--- config.mk ---
export PLATFORM = sky130hd
export DESIGN_NAME = rca_ctrl
export DESIGN_NICKNAME = d
export VERILOG_FILES = /design/src/rca_pkg.sv /design/src/rca_ctrl.sv
export VERILOG_INCLUDE_DIRS = /design/src
export SDC_FILE = /design/constraint.sdc
export NUM_CORES = 1
export LEC_CHECK = 0
export BUFFER_PORTS_ARGS = -buffer_cell sky130_fd_sc_hd__clkbuf_2
export CAP_MARGIN = 20
export CORE_MARGIN = 10
export CORE_UTILIZATION = 40
export DETAILED_ROUTE_END_ITERATION = 6
export GPL_TIMING_DRIVEN = 1
export SLEW_MARGIN = 15
export SYNTH_ARGS = -nofsm -noshare
export SYNTH_HDL_FRONTEND = slang
export SYNTH_SLANG_ARGS = --single-unit
--- constraint.sdc ---
create_clock -name i_clk -period 5.73 [get_ports i_clk]
set_clock_uncertainty 0.1 [all_clocks]
set_input_delay 0.2865 -clock i_clk [delete_from_list [all_inputs] [get_ports i_clk]]
set_output_delay 0.2865 -clock i_clk [all_outputs]
set_load 0.005 [all_outputs]
--- src/rca_defines.svh ---
/*
 * Constants of the relay command access controller: limits, defaults,
 * field ranges and timing counts.
 * Assumes a single 100 MHz clock; included by its bare name.
 */
`ifndef RCA_DEFINES_SVH
`define RCA_DEFINES_SVH
`define RCA_CLK_NS 10
`define RCA_ONE_SEC_NS 1000000000
`define RCA_ONE_SEC_CYC (`RCA_ONE_SEC_NS / `RCA_CLK_NS)
`define RCA_SEC_PER_MIN 6'h3C
`define RCA_TO_P1_DEF 5'h0F
`define RCA_TO_P2_DEF 5'h00
`define RCA_TO_MAX 8'h1E
`define RCA_FAIL_LIM 2'h3
`define RCA_EVT_MAX 8'h0C
`define RCA_HIST_CNT 8'h0C
`define RCA_GRP_MAX 8'h06
`define RCA_TAR_MAX 8'h08
`define RCA_MONTH_MAX 8'h0C
`define RCA_DAY_MAX 8'h1F
`define RCA_HOUR_MAX 8'h17
`define RCA_MINSEC_MAX 8'h3B
`define RCA_AUTO_P1 2'h1
`define RCA_AUTO_P2 2'h2
`define RCA_AUTO_BOTH 2'h3
`endif

--- src/rca_pkg.sv ---
/*
 * Types of the relay command access controller: command codes, decoded
 * command, calendar stamp, reply, action pulses and the module state.
 * Assumes commands arrive already parsed by a serial front end.
 */
package rca_pkg;
	typedef enum logic [4:0] {
		op_access = 5'h01,
		enter_level_two_cmd = 5'h02,
		op_quit = 5'h03,
		op_breaker_reset = 5'h04,
		op_date = 5'h05,
		op_time = 5'h06,
		op_sync = 5'h07,
		op_event = 5'h08,
		op_history = 5'h09,
		op_target = 5'h0A,
		op_target_reset = 5'h0B,
		op_trigger = 5'h0C,
		demand_reset_option = 5'h0D,
		peak_demand_reset_option = 5'h0E,
		op_meter = 5'h0F,
		show_group_settings_cmd = 5'h10,
		op_set_timeout = 5'h11
	} rca_op_t;
	typedef enum logic [1:0] {
		st_ok = 2'h0,
		st_denied = 2'h1,
		st_bad_arg = 2'h2
	} rca_status_t;
	typedef enum logic [1:0] {
		evt_fault = 2'h0,
		manual_trigger_event_type = 2'h1
	} rca_evt_t;
	typedef struct packed {
		logic port;
		rca_op_t op;
		logic has_arg;
		logic pw_ok;
		logic [7:0] a;
		logic [7:0] b;
		logic [7:0] c;
	} rca_cmd_t;
	typedef struct packed {
		logic [3:0] month;
		logic [4:0] day;
		logic [6:0] year;
		logic [4:0] hour;
		logic [5:0] minute;
		logic [5:0] second;
	} rca_stamp_t;
	typedef struct packed {
		logic valid;
		logic port;
		rca_op_t op;
		rca_status_t st;
		logic [7:0] arg;
		logic [7:0] cnt;
	} rca_reply_t;
	typedef struct packed {
		logic brk_clr;
		logic tar_clr;
		logic capture;
		logic dem_clr;
		logic peak_clr;
		logic sync_req;
	} rca_act_t;
	typedef struct packed {
		logic [1:0][1:0] lvl;
		logic [1:0][1:0] fails;
		logic [26:0] presc;
		logic [5:0] sec_in_min;
		logic [1:0][4:0] idle;
		logic [1:0][4:0] limit;
		logic [1:0] susp;
		logic [26:0] alarm_cnt;
		logic [3:0] tar_sel;
		rca_stamp_t now;
		rca_stamp_t brk_stamp;
		rca_reply_t reply;
		rca_act_t act;
	} rca_state_t;
endpackage : rca_pkg

--- src/rca_ctrl.sv ---
/*
 * Relay command access controller: per-port access levels, password
 * attempts, alarm pulse, calendar, display selection and the action
 * pulses of the serial command set, plus automatic message routing.
 * Assumes every input comes from logic on the same clock: a front end
 * that parses serial text and a time code decoder.
 */
// Functional notes
// - Level one password; third failure pulses alarm.
// - Level two entry from level one or two always pulses alarm.
// - Quit drops to level zero, targets view.
// - Breaker reset clears counters, stamps time.
// - Date sets/displays; alarm when year changes.
// - Time code overrides; sync command forces attempt.
// - Event index 1..12, 1 newest.
// - History lists twelve newest events.
// - Target selector 0..8, optional repeat.
// - Target reset clears latches, selector zero.
// - Trigger captures record, manual trigger type.
// - Demand and peak resets are independent.
// - Meter repeats output count times.
// - Show group 1..6, no modification.
// - Auto setting routes to port 1/2/both.
// - Auto messages need selected, untimed-out port.
// - Time sets/displays; time code wins.
// - Port timeouts 0..30 min, defaults 15/0.
`timescale 1ns/1ps
`include "rca_defines.svh"

module rca_ctrl
	import rca_pkg::*;
#(
	parameter int unsigned ONE_SEC_CYC = `RCA_ONE_SEC_CYC
) (
	// Clock and reset.
	input wire logic i_clk,
	input wire logic i_rst,
	// Parsed command from the serial front end.
	input wire logic i_cmd_valid,
	input wire rca_cmd_t i_cmd,
	// Configuration.
	input wire logic i_pw_en,
	input wire logic [1:0] i_auto_sel,
	// Port activity and time code.
	input wire logic [1:0] i_rx_act,
	input wire logic i_tc_valid,
	input wire rca_stamp_t i_tc,
	// Replies and actions.
	output rca_reply_t o_reply,
	output rca_act_t o_act,
	output rca_evt_t o_cap_type,
	// Status.
	output logic [1:0][1:0] o_level,
	output logic [3:0] o_tar_sel,
	output logic o_alarm,
	output logic [1:0] o_auto_en,
	output rca_stamp_t o_now,
	output rca_stamp_t o_brk_stamp,
	output logic [1:0][4:0] o_limit
);

	// ==========================================================
	// Helpers
	localparam logic [26:0] SEC_LAST = 27'(ONE_SEC_CYC - 1);
	localparam logic [26:0] SEC_CNT = 27'(ONE_SEC_CYC);

	function automatic logic in_rng(input logic [7:0] v,
		input logic [7:0] lo, input logic [7:0] hi);
		in_rng = (v >= lo) && (v <= hi);
	endfunction : in_rng

	// Least level each command needs; quit and access work anywhere.
	function automatic logic [1:0] need_lvl(input rca_op_t op);
		case (op)
		op_access: need_lvl = 2'h0;
		op_quit: need_lvl = 2'h0;
		op_set_timeout: need_lvl = 2'h2;
		default: need_lvl = 2'h1;
		endcase
	endfunction : need_lvl

	function automatic rca_stamp_t tod_step(input rca_stamp_t t);
		tod_step = t;
		if (t.second != 6'h3B) begin
			tod_step.second = t.second + 6'h01;
		end else begin
			tod_step.second = 6'h00;
			if (t.minute != 6'h3B) begin
				tod_step.minute = t.minute + 6'h01;
			end else begin
				tod_step.minute = 6'h00;
				tod_step.hour = (t.hour == 5'h17) ? 5'h00 : t.hour + 5'h01;
			end
		end
	endfunction : tod_step

	// ==========================================================
	// State
	rca_state_t s_q;
	rca_state_t s_d;
	logic sec_tick;
	logic min_tick;
	logic alarm_go;
	logic pidx;
	logic [1:0] plvl;
	logic [7:0] narg;

	always_comb begin
		s_d = s_q;
		s_d.act = '0;
		s_d.reply.valid = 1'b0;
		alarm_go = 1'b0;
		pidx = i_cmd.port;
		plvl = s_q.lvl[i_cmd.port];
		narg = 8'h00;
		sec_tick = (s_q.presc == SEC_LAST);
		min_tick = sec_tick &&
			(s_q.sec_in_min == (`RCA_SEC_PER_MIN - 6'h01));
		s_d.presc = sec_tick ? 27'h0 : s_q.presc + 27'h1;
		if (sec_tick) begin
			s_d.sec_in_min = min_tick ? 6'h00 : s_q.sec_in_min + 6'h01;
			s_d.now = tod_step(s_q.now);
		end
		// Idle time is counted in whole minutes of the shared minute
		// tick, so expiry can come up to one minute early.
		for (int p = 0; p < 2; p++) begin
			if (i_rx_act[p]) begin
				s_d.idle[p] = 5'h00;
				s_d.susp[p] = 1'b0;
			end else if (min_tick && s_q.limit[p] != 5'h00 &&
				!s_q.susp[p]) begin
				if (s_q.idle[p] + 5'h01 >= s_q.limit[p]) begin
					s_d.lvl[p] = 2'h0;
					s_d.susp[p] = 1'b1;
					s_d.fails[p] = 2'h0;
				end else begin
					s_d.idle[p] = s_q.idle[p] + 5'h01;
				end
			end
		end
		// ==========================================================
		// Command execution
		if (i_cmd_valid) begin
			s_d.reply.valid = 1'b1;
			s_d.reply.port = i_cmd.port;
			s_d.reply.op = i_cmd.op;
			s_d.reply.st = st_ok;
			s_d.reply.arg = 8'h00;
			s_d.reply.cnt = 8'h00;
			if (plvl < need_lvl(i_cmd.op)) begin
				s_d.reply.st = st_denied;
			end else begin
				case (i_cmd.op)
				op_access: begin
					if (plvl == 2'h0) begin
						if (!i_pw_en || i_cmd.pw_ok) begin
							s_d.lvl[pidx] = 2'h1;
							s_d.fails[pidx] = 2'h0;
						end else begin
							s_d.reply.st = st_denied;
							if (s_q.fails[pidx] + 2'h1 == `RCA_FAIL_LIM) begin
								alarm_go = 1'b1;
								s_d.fails[pidx] = 2'h0;
							end else begin
								s_d.fails[pidx] = s_q.fails[pidx] + 2'h1;
							end
						end
					end
				end
				enter_level_two_cmd: begin
					alarm_go = 1'b1;
					if (!i_pw_en || i_cmd.pw_ok) begin
						s_d.lvl[pidx] = 2'h2;
					end else begin
						s_d.reply.st = st_denied;
					end
				end
				op_quit: begin
					s_d.lvl[pidx] = 2'h0;
					s_d.tar_sel = 4'h0;
				end
				op_breaker_reset: begin
					s_d.act.brk_clr = 1'b1;
					s_d.brk_stamp = s_q.now;
				end
				op_date: begin
					if (!i_cmd.has_arg) begin
						s_d.reply.st = st_ok;
					end else if (in_rng(i_cmd.a, 8'h01, `RCA_MONTH_MAX) &&
						in_rng(i_cmd.b, 8'h01, `RCA_DAY_MAX) &&
						i_cmd.c < 8'h64) begin
						s_d.now.month = i_cmd.a[3:0];
						s_d.now.day = i_cmd.b[4:0];
						s_d.now.year = i_cmd.c[6:0];
						alarm_go = (i_cmd.c[6:0] != s_q.now.year);
					end else begin
						s_d.reply.st = st_bad_arg;
					end
				end
				op_time: begin
					if (!i_cmd.has_arg) begin
						s_d.reply.st = st_ok;
					end else if (i_cmd.a <= `RCA_HOUR_MAX &&
						i_cmd.b <= `RCA_MINSEC_MAX &&
						i_cmd.c <= `RCA_MINSEC_MAX) begin
						s_d.now.hour = i_cmd.a[4:0];
						s_d.now.minute = i_cmd.b[5:0];
						s_d.now.second = i_cmd.c[5:0];
					end else begin
						s_d.reply.st = st_bad_arg;
					end
				end
				op_sync: s_d.act.sync_req = 1'b1;
				op_event: begin
					narg = i_cmd.has_arg ? i_cmd.a : 8'h01;
					if (in_rng(narg, 8'h01, `RCA_EVT_MAX)) begin
						s_d.reply.arg = narg - 8'h01;
					end else begin
						s_d.reply.st = st_bad_arg;
					end
				end
				op_history: s_d.reply.cnt = `RCA_HIST_CNT;
				op_target: begin
					narg = i_cmd.has_arg ? i_cmd.a : 8'h00;
					if (narg <= `RCA_TAR_MAX) begin
						s_d.tar_sel = narg[3:0];
						s_d.reply.arg = narg;
						s_d.reply.cnt = (i_cmd.b == 8'h00) ?
							8'h01 : i_cmd.b;
					end else begin
						s_d.reply.st = st_bad_arg;
					end
				end
				op_target_reset: begin
					s_d.act.tar_clr = 1'b1;
					s_d.tar_sel = 4'h0;
				end
				op_trigger: s_d.act.capture = 1'b1;
				demand_reset_option: s_d.act.dem_clr = 1'b1;
				peak_demand_reset_option: s_d.act.peak_clr = 1'b1;
				op_meter: begin
					s_d.reply.cnt = (i_cmd.has_arg && i_cmd.a != 8'h00) ?
						i_cmd.a : 8'h01;
				end
				show_group_settings_cmd: begin
					if (in_rng(i_cmd.a, 8'h01, `RCA_GRP_MAX)) begin
						s_d.reply.arg = i_cmd.a;
					end else begin
						s_d.reply.st = st_bad_arg;
					end
				end
				op_set_timeout: begin
					if (i_cmd.a <= `RCA_TO_MAX) begin
						s_d.limit[i_cmd.b[0]] = i_cmd.a[4:0];
						s_d.idle[i_cmd.b[0]] = 5'h00;
					end else begin
						s_d.reply.st = st_bad_arg;
					end
				end
				default: s_d.reply.st = st_bad_arg;
				endcase
			end
		end
		// Time code is applied last so that it beats a manual entry
		// made in the same cycle; the year is kept.
		if (i_tc_valid) begin
			s_d.now.month = i_tc.month;
			s_d.now.day = i_tc.day;
			s_d.now.hour = i_tc.hour;
			s_d.now.minute = i_tc.minute;
			s_d.now.second = i_tc.second;
		end
		if (alarm_go) begin
			s_d.alarm_cnt = SEC_CNT;
		end else if (s_q.alarm_cnt != 27'h0) begin
			s_d.alarm_cnt = s_q.alarm_cnt - 27'h1;
		end
	end

	always_ff @(posedge i_clk or posedge i_rst) begin
		if (i_rst) begin
			s_q <= '0;
			s_q.limit[0] <= `RCA_TO_P1_DEF;
			s_q.limit[1] <= `RCA_TO_P2_DEF;
			s_q.now.month <= 4'h1;
			s_q.now.day <= 5'h01;
		end else begin
			s_q <= s_d;
		end
	end

	// ==========================================================
	// Outputs
	assign o_reply = s_q.reply;
	assign o_act = s_q.act;
	assign o_cap_type = manual_trigger_event_type;
	assign o_level = s_q.lvl;
	assign o_tar_sel = s_q.tar_sel;
	assign o_alarm = (s_q.alarm_cnt != 27'h0);
	assign o_now = s_q.now;
	assign o_brk_stamp = s_q.brk_stamp;
	assign o_limit = s_q.limit;
	// Level is deliberately not checked: event summaries go out at
	// any access level.
	assign o_auto_en[0] = (i_auto_sel == `RCA_AUTO_P1 ||
		i_auto_sel == `RCA_AUTO_BOTH) && !s_q.susp[0];
	assign o_auto_en[1] = (i_auto_sel == `RCA_AUTO_P2 ||
		i_auto_sel == `RCA_AUTO_BOTH) && !s_q.susp[1];
endmodule : rca_ctrl

# == Word level (Yosys, flattened, before mapping) ==
# Index checks and enable logic that the tools add are counted.
# Widths: inputs -> output; s select.
# op_classes
n_addsub,10
order_cmp,20
eq_ne,28
muxes,108
bitwise,12
n_reduce_logical,44
# op_table
operator,count
$mux 97,1
$mux 17,5
$mux 27,3
$mux 20,4
$mux 8,9
$mux 66,1
$mux 16,4
$mux 2,27
$pmux 8 s3,2
$mux 5,9
$eq 5x4->1 const B,8
$mux 33,1
$add 27x1->27 const B,1
$eq 27x27->1 const B,1
$reduce_bool 27->1,1
$sub 27x1->27 const B,1
$ge 8x1->1 const B,3
$le 8x4->1 const B,3
$le 8x5->1 const B,3
$mux 4,6
$mux 22,1
$mux 1,21
$eq 5x3->1 const B,4
$add 6x1->6 const B,3
52 further kinds,100
# word_totals
reg_bits,191
input_bits,74

# == Depth between registers and ports, before layout ==
# depth
word_depth,13
depth_mapped,11
ltp_nobuf,9

# == Least setup slack after synthesis ==
# No wires, ideal clock.
# synth_timing
path_kind,input-to-reg
from,in i_cmd[31] (netlist bit)
to,reg s_q (netlist bit o_brk_stamp[0])
setup_ns,0.125
t_arrival_ns,2.948
t_required_ns,5.505
slack_ns,2.557
cell_stages,9
n_path_buf,3
path_cell_list,clkbuf_1 mux2_2 ha_1 o21ai_1 or2_2 clkbuf_1 nor3_1 buf_2 mux2_2
# synth_via
elab_chain_cells,5
# synth_lines
item,line,text
from (decl),rca_ctrl.sv:40,"input wire rca_cmd_t i_cmd,"
$mux 2 (not written as such) (2 in a row),rca_ctrl.sv:114,plvl = s_q.lvl[i_cmd.port];
$lt 2x2->1,rca_ctrl.sv:150,if (plvl < need_lvl(i_cmd.op)) begin
$not 1->1 (no line),-,
$reduce_and 3->1 (no line),-,
to (decl),rca_ctrl.sv:99,rca_state_t s_q;
# Every way passes these cells. The select of a mux whose other input is x is not followed.
# A chain may end at the register's enable or synchronous reset.

==> impl_metrics.env <==
export IMPL_outcome="complete, no violations"
export IMPL_cp_endpoint="s_q[186]"
export IMPL_cts_resized=0
export IMPL_fin_crit_sh=0.551
export IMPL_dp_cells=1538
export IMPL_gp_congestion=0.850
export IMPL_ys_warn_count=0
export IMPL_cp_num_buf_inv=0
export IMPL_synthAdderAreaFrac=0.0260
export IMPL_cp_required_ns=5.92
export IMPL_post_dp_cell_area_sq_um=11500
export IMPL_worstPathCellList="ha_1, nand3_1, or4_1, nor2_2, nand2_1, nor4_1, o21ai_0"
export IMPL_fillers=2636
export IMPL_netlist_instances=1141
export IMPL_drcViolationCount=0
export IMPL_root_buffer="clkbuf_16"
export IMPL_crit_family="simple AND/OR/NAND/NOR gates"
export IMPL_synth_nets=1238
export IMPL_synth_simple_area_share=0.191
export IMPL_synth_xor_area_share=0.0507
export IMPL_rr_startpoint="s_q[156]"
export IMPL_port_buffers=184
export IMPL_critical_path_arrival_ns=3.35
export IMPL_critPathLaunchType="flip-flop"
export IMPL_routedWlPerCell_microns=19.5
export IMPL_pwr_density_cell_nw_per_um2=250
export IMPL_synth_seq_cells=191
export IMPL_irDropWorstVdd_mv=0.168
export IMPL_io_pins=194
export IMPL_slowest_delay_ns=0.78
export IMPL_synth_top_family_by_area="simple AND/OR/NAND/NOR gates"
export IMPL_power_leakage_uw=0.00557
export IMPL_max_slew_margin=0.329
export IMPL_fmax_ghz=0.317
export IMPL_clkSinkCount=191
export IMPL_grt_overflow_total=0
export IMPL_antenna_cells=0
export IMPL_areaGrowthSynthToFinish_pct=11.0
export IMPL_vias=8623
export IMPL_ys_types=79
export IMPL_final_setup_viol_count=0
export IMPL_antenna_found_initial=1
export IMPL_synth_compound_area_frac=0.119
export IMPL_hold_buffers=17
export IMPL_synthFlopType="dfrtp_1"
export IMPL_cts_tree="done"
export IMPL_r2r_cells=7
export IMPL_die_w_microns=186
export IMPL_final_max_slew_viol_count=0
export IMPL_rsz0062_at_grt="false"
export IMPL_layout_drive_gt1_share=0.250
export IMPL_fin_crit_ns=3.16
export IMPL_cts_max_level=4
export IMPL_rows=60
export IMPL_synth_area_per_cell_sq_um=9.69
export IMPL_dp_hpwl_microns=22700
export IMPL_endpoint_kind="flip-flop"
export IMPL_synth_mux_area_frac=0.0714
export IMPL_r2r_end="s_q[186]"
export IMPL_crit_type="reg -> reg"
export IMPL_maxCapViolations=0
export IMPL_clk_latency_ns=0.44
export IMPL_setup_tns_final_ns=0
export IMPL_nets=1300
export IMPL_yosysSeqAreaShare=0.433
export IMPL_cts_path_max_buffers=2
export IMPL_crit_fanout=22
export IMPL_avgViaCountPerCell=5.43
export IMPL_fp_dieH_microns=186
export IMPL_layout_cells_non_filler=1588
export IMPL_cp_depth=7
export IMPL_post_cts_buffers=0
export IMPL_netlist_area_sq_um=11100
export IMPL_dieArea_sq_um=34700
export IMPL_critPathSlowestCell="nor2_2"
export IMPL_antenna_left=0
export IMPL_r2r_setup_slack_ns=2.57
export IMPL_crit_start="s_q[156]"
export IMPL_min_path_type="in -> reg"
export IMPL_core_sq_um=27100
export IMPL_synth_edf_count=0
export IMPL_worstMarginPinSlew_ns=1.01
export IMPL_drtIter0Drc=624
export IMPL_stdcell_area_sq_um=12300
export IMPL_grt_max_degree=122
export IMPL_wl_microns=30900
export IMPL_drtPass1Iterations=5
export IMPL_grt_pass1_wl_microns=48200
export IMPL_grt_pass1_vias=8509
export IMPL_clk_pin_slew_worst_paths_ns=0.08
export IMPL_start_util=0.408
export IMPL_cts_buffers=17
export IMPL_grtUsageTotal=0.177
export IMPL_hold_violations=0
export IMPL_async_flop_share=1.00
==> cell type report <==
| cell class | instances | area (sq um) | area share |
|---|---|---|---|
| clock buffer | 17 | 425 | 0.0346 |
| clock inverter | 15 | 223 | 0.0181 |
| inverter | 33 | 131 | 0.0107 |
| multi-input combinational | 751 | 5090 | 0.415 |
| sequential | 191 | 4790 | 0.390 |
| tap | 372 | 465 | 0.0379 |
| timing repair buffer | 209 | 1150 | 0.0939 |
==> metrics by stage <==
step / utilization / total power [uW] / hold WS [ns] / setup slack, ns
after floorplan: - / 1680 / 0.218 / 0.155
after global placement: 0.423 / 1770 / 0.365 / 2.38
after detailed placement: 0.423 / 1780 / 0.366 / 2.30
after CTS: 0.453 / 3100 / 0.00355 / 2.55
after global routing: 0.453 / 3210 / 0.0182 / 2.33
final: 0.453 / 3080 / 0.0173 / 2.57
==> worst min path at each step <==
stage	cells after the start	slack, ns	endpoint	start
2_1_floorplan	0	0.22	o_reply[24]	i_cmd_valid
3_3_place_gp	1	0.37	s_q[162]	s_q[162]
3_5_place_dp	1	0.37	s_q[162]	s_q[162]
4_1_cts	3	0.004	o_now[7]	i_tc[7]
5_1_grt	3	0.02	o_now[8]	i_tc[8]
6_report	3	0.02	o_now[8]	i_tc[8]
==> cells in the final DEF (no fill, tap or decap), types with 6 or more instances in the layout <==
cell type | synthesis | layout
a2111oi_0 | 6 | 6
a211oi_1 | 11 | 10
a21oi_1 | 29 | 29
a22oi_1 | 7 | 7
a31oi_1 | 7 | 7
and2_1 | 8 | 8
and3_1 | 20 | 20
buf_4 | 117 | 7
clkbuf_16 | 0 | 17
clkbuf_2 | 0 | 184
dfrtp_1 | 185 | 185
dfstp_2 | 6 | 6
dlygate4sd3_1 | 0 | 18
ha_1 | 23 | 23
inv_1 | 33 | 32
mux2_2 | 55 | 55
mux2i_1 | 17 | 17
nand2_1 | 77 | 77
nand2b_1 | 22 | 22
nand3_1 | 40 | 40
nand4_1 | 19 | 19
nor2_1 | 80 | 79
nor2b_1 | 13 | 13
nor3_1 | 39 | 38
nor3b_1 | 7 | 7
nor4_1 | 18 | 18
o211ai_1 | 6 | 6
o21a_1 | 6 | 6
o21ai_0 | 49 | 49
o2bb2ai_1 | 8 | 8
o31ai_1 | 15 | 15
or3_1 | 15 | 15
or4_1 | 16 | 16
xnor2_1 | 40 | 40
xor2_1 | 24 | 24
==> logic make-up (layout without fill, tap and decap cells) <==
logic type	after synthesis	after routing
compound gates	189	189
other cells	2	2
fa+ha+maj	23	23
simple gates	401	401
xor+xnor	64	64
mux	72	72
flops	191	191
buf+inv	199	274
==> worst register-to-register path, stage by stage (launching register included) <==
cell and delay (ns):
dfrtp_1 0.39, ha_1 0.21, nand3_1 0.10, or4_1 0.65
nor2_2 0.78, nand2_1 0.13, nor4_1 0.47, o21ai_0 0.19
==> where the power goes <==
part	leakage [uW]	total, uW	internal (uW)	switching (uW)
logic	0.00284	298	122	176
clock network	0.000309	1320	714	601
registers	0.00242	1460	1400	60.6
==> routing by layer <==
layer  GRT usage  vias to the layer above  part of all wire
met5           0                        -                 0
met4      0.0442                        0             0.012
met3      0.0384                       20             0.072
met2       0.276                      241              0.45
met1       0.244                     4271              0.47
li1            -                     4091                 -
==> synth_stat cells, drive strengths merged (20+ instances only) <==
| cell type | count | area share |
|---|---|---|
| nand2b | 22 | 0.012 |
| clkbuf | 41 | 0.014 |
| o21ai | 50 | 0.023 |
| and3 | 21 | 0.012 |
| nor3 | 41 | 0.019 |
| nand2 | 77 | 0.026 |
| inv | 33 | 0.011 |
| buf | 125 | 0.083 |
| nor2 | 80 | 0.027 |
| a21oi | 29 | 0.013 |
| ha | 23 | 0.026 |
| xor2 | 24 | 0.019 |
| dfrtp | 185 | 0.42 |
| mux2 | 55 | 0.056 |
| nand3 | 40 | 0.018 |
| nand4 | 20 | 0.012 |
| xnor2 | 40 | 0.032 |
==> registers in the layout, indices dropped and copies added (netlist names), named ones only <==
register,count
s_q,76
o_brk_stamp,33
o_now,33
o_reply,25
o_act,6
o_level,4
o_tar_sel,4
Note: power is estimated with default switching activity, not from simulation.
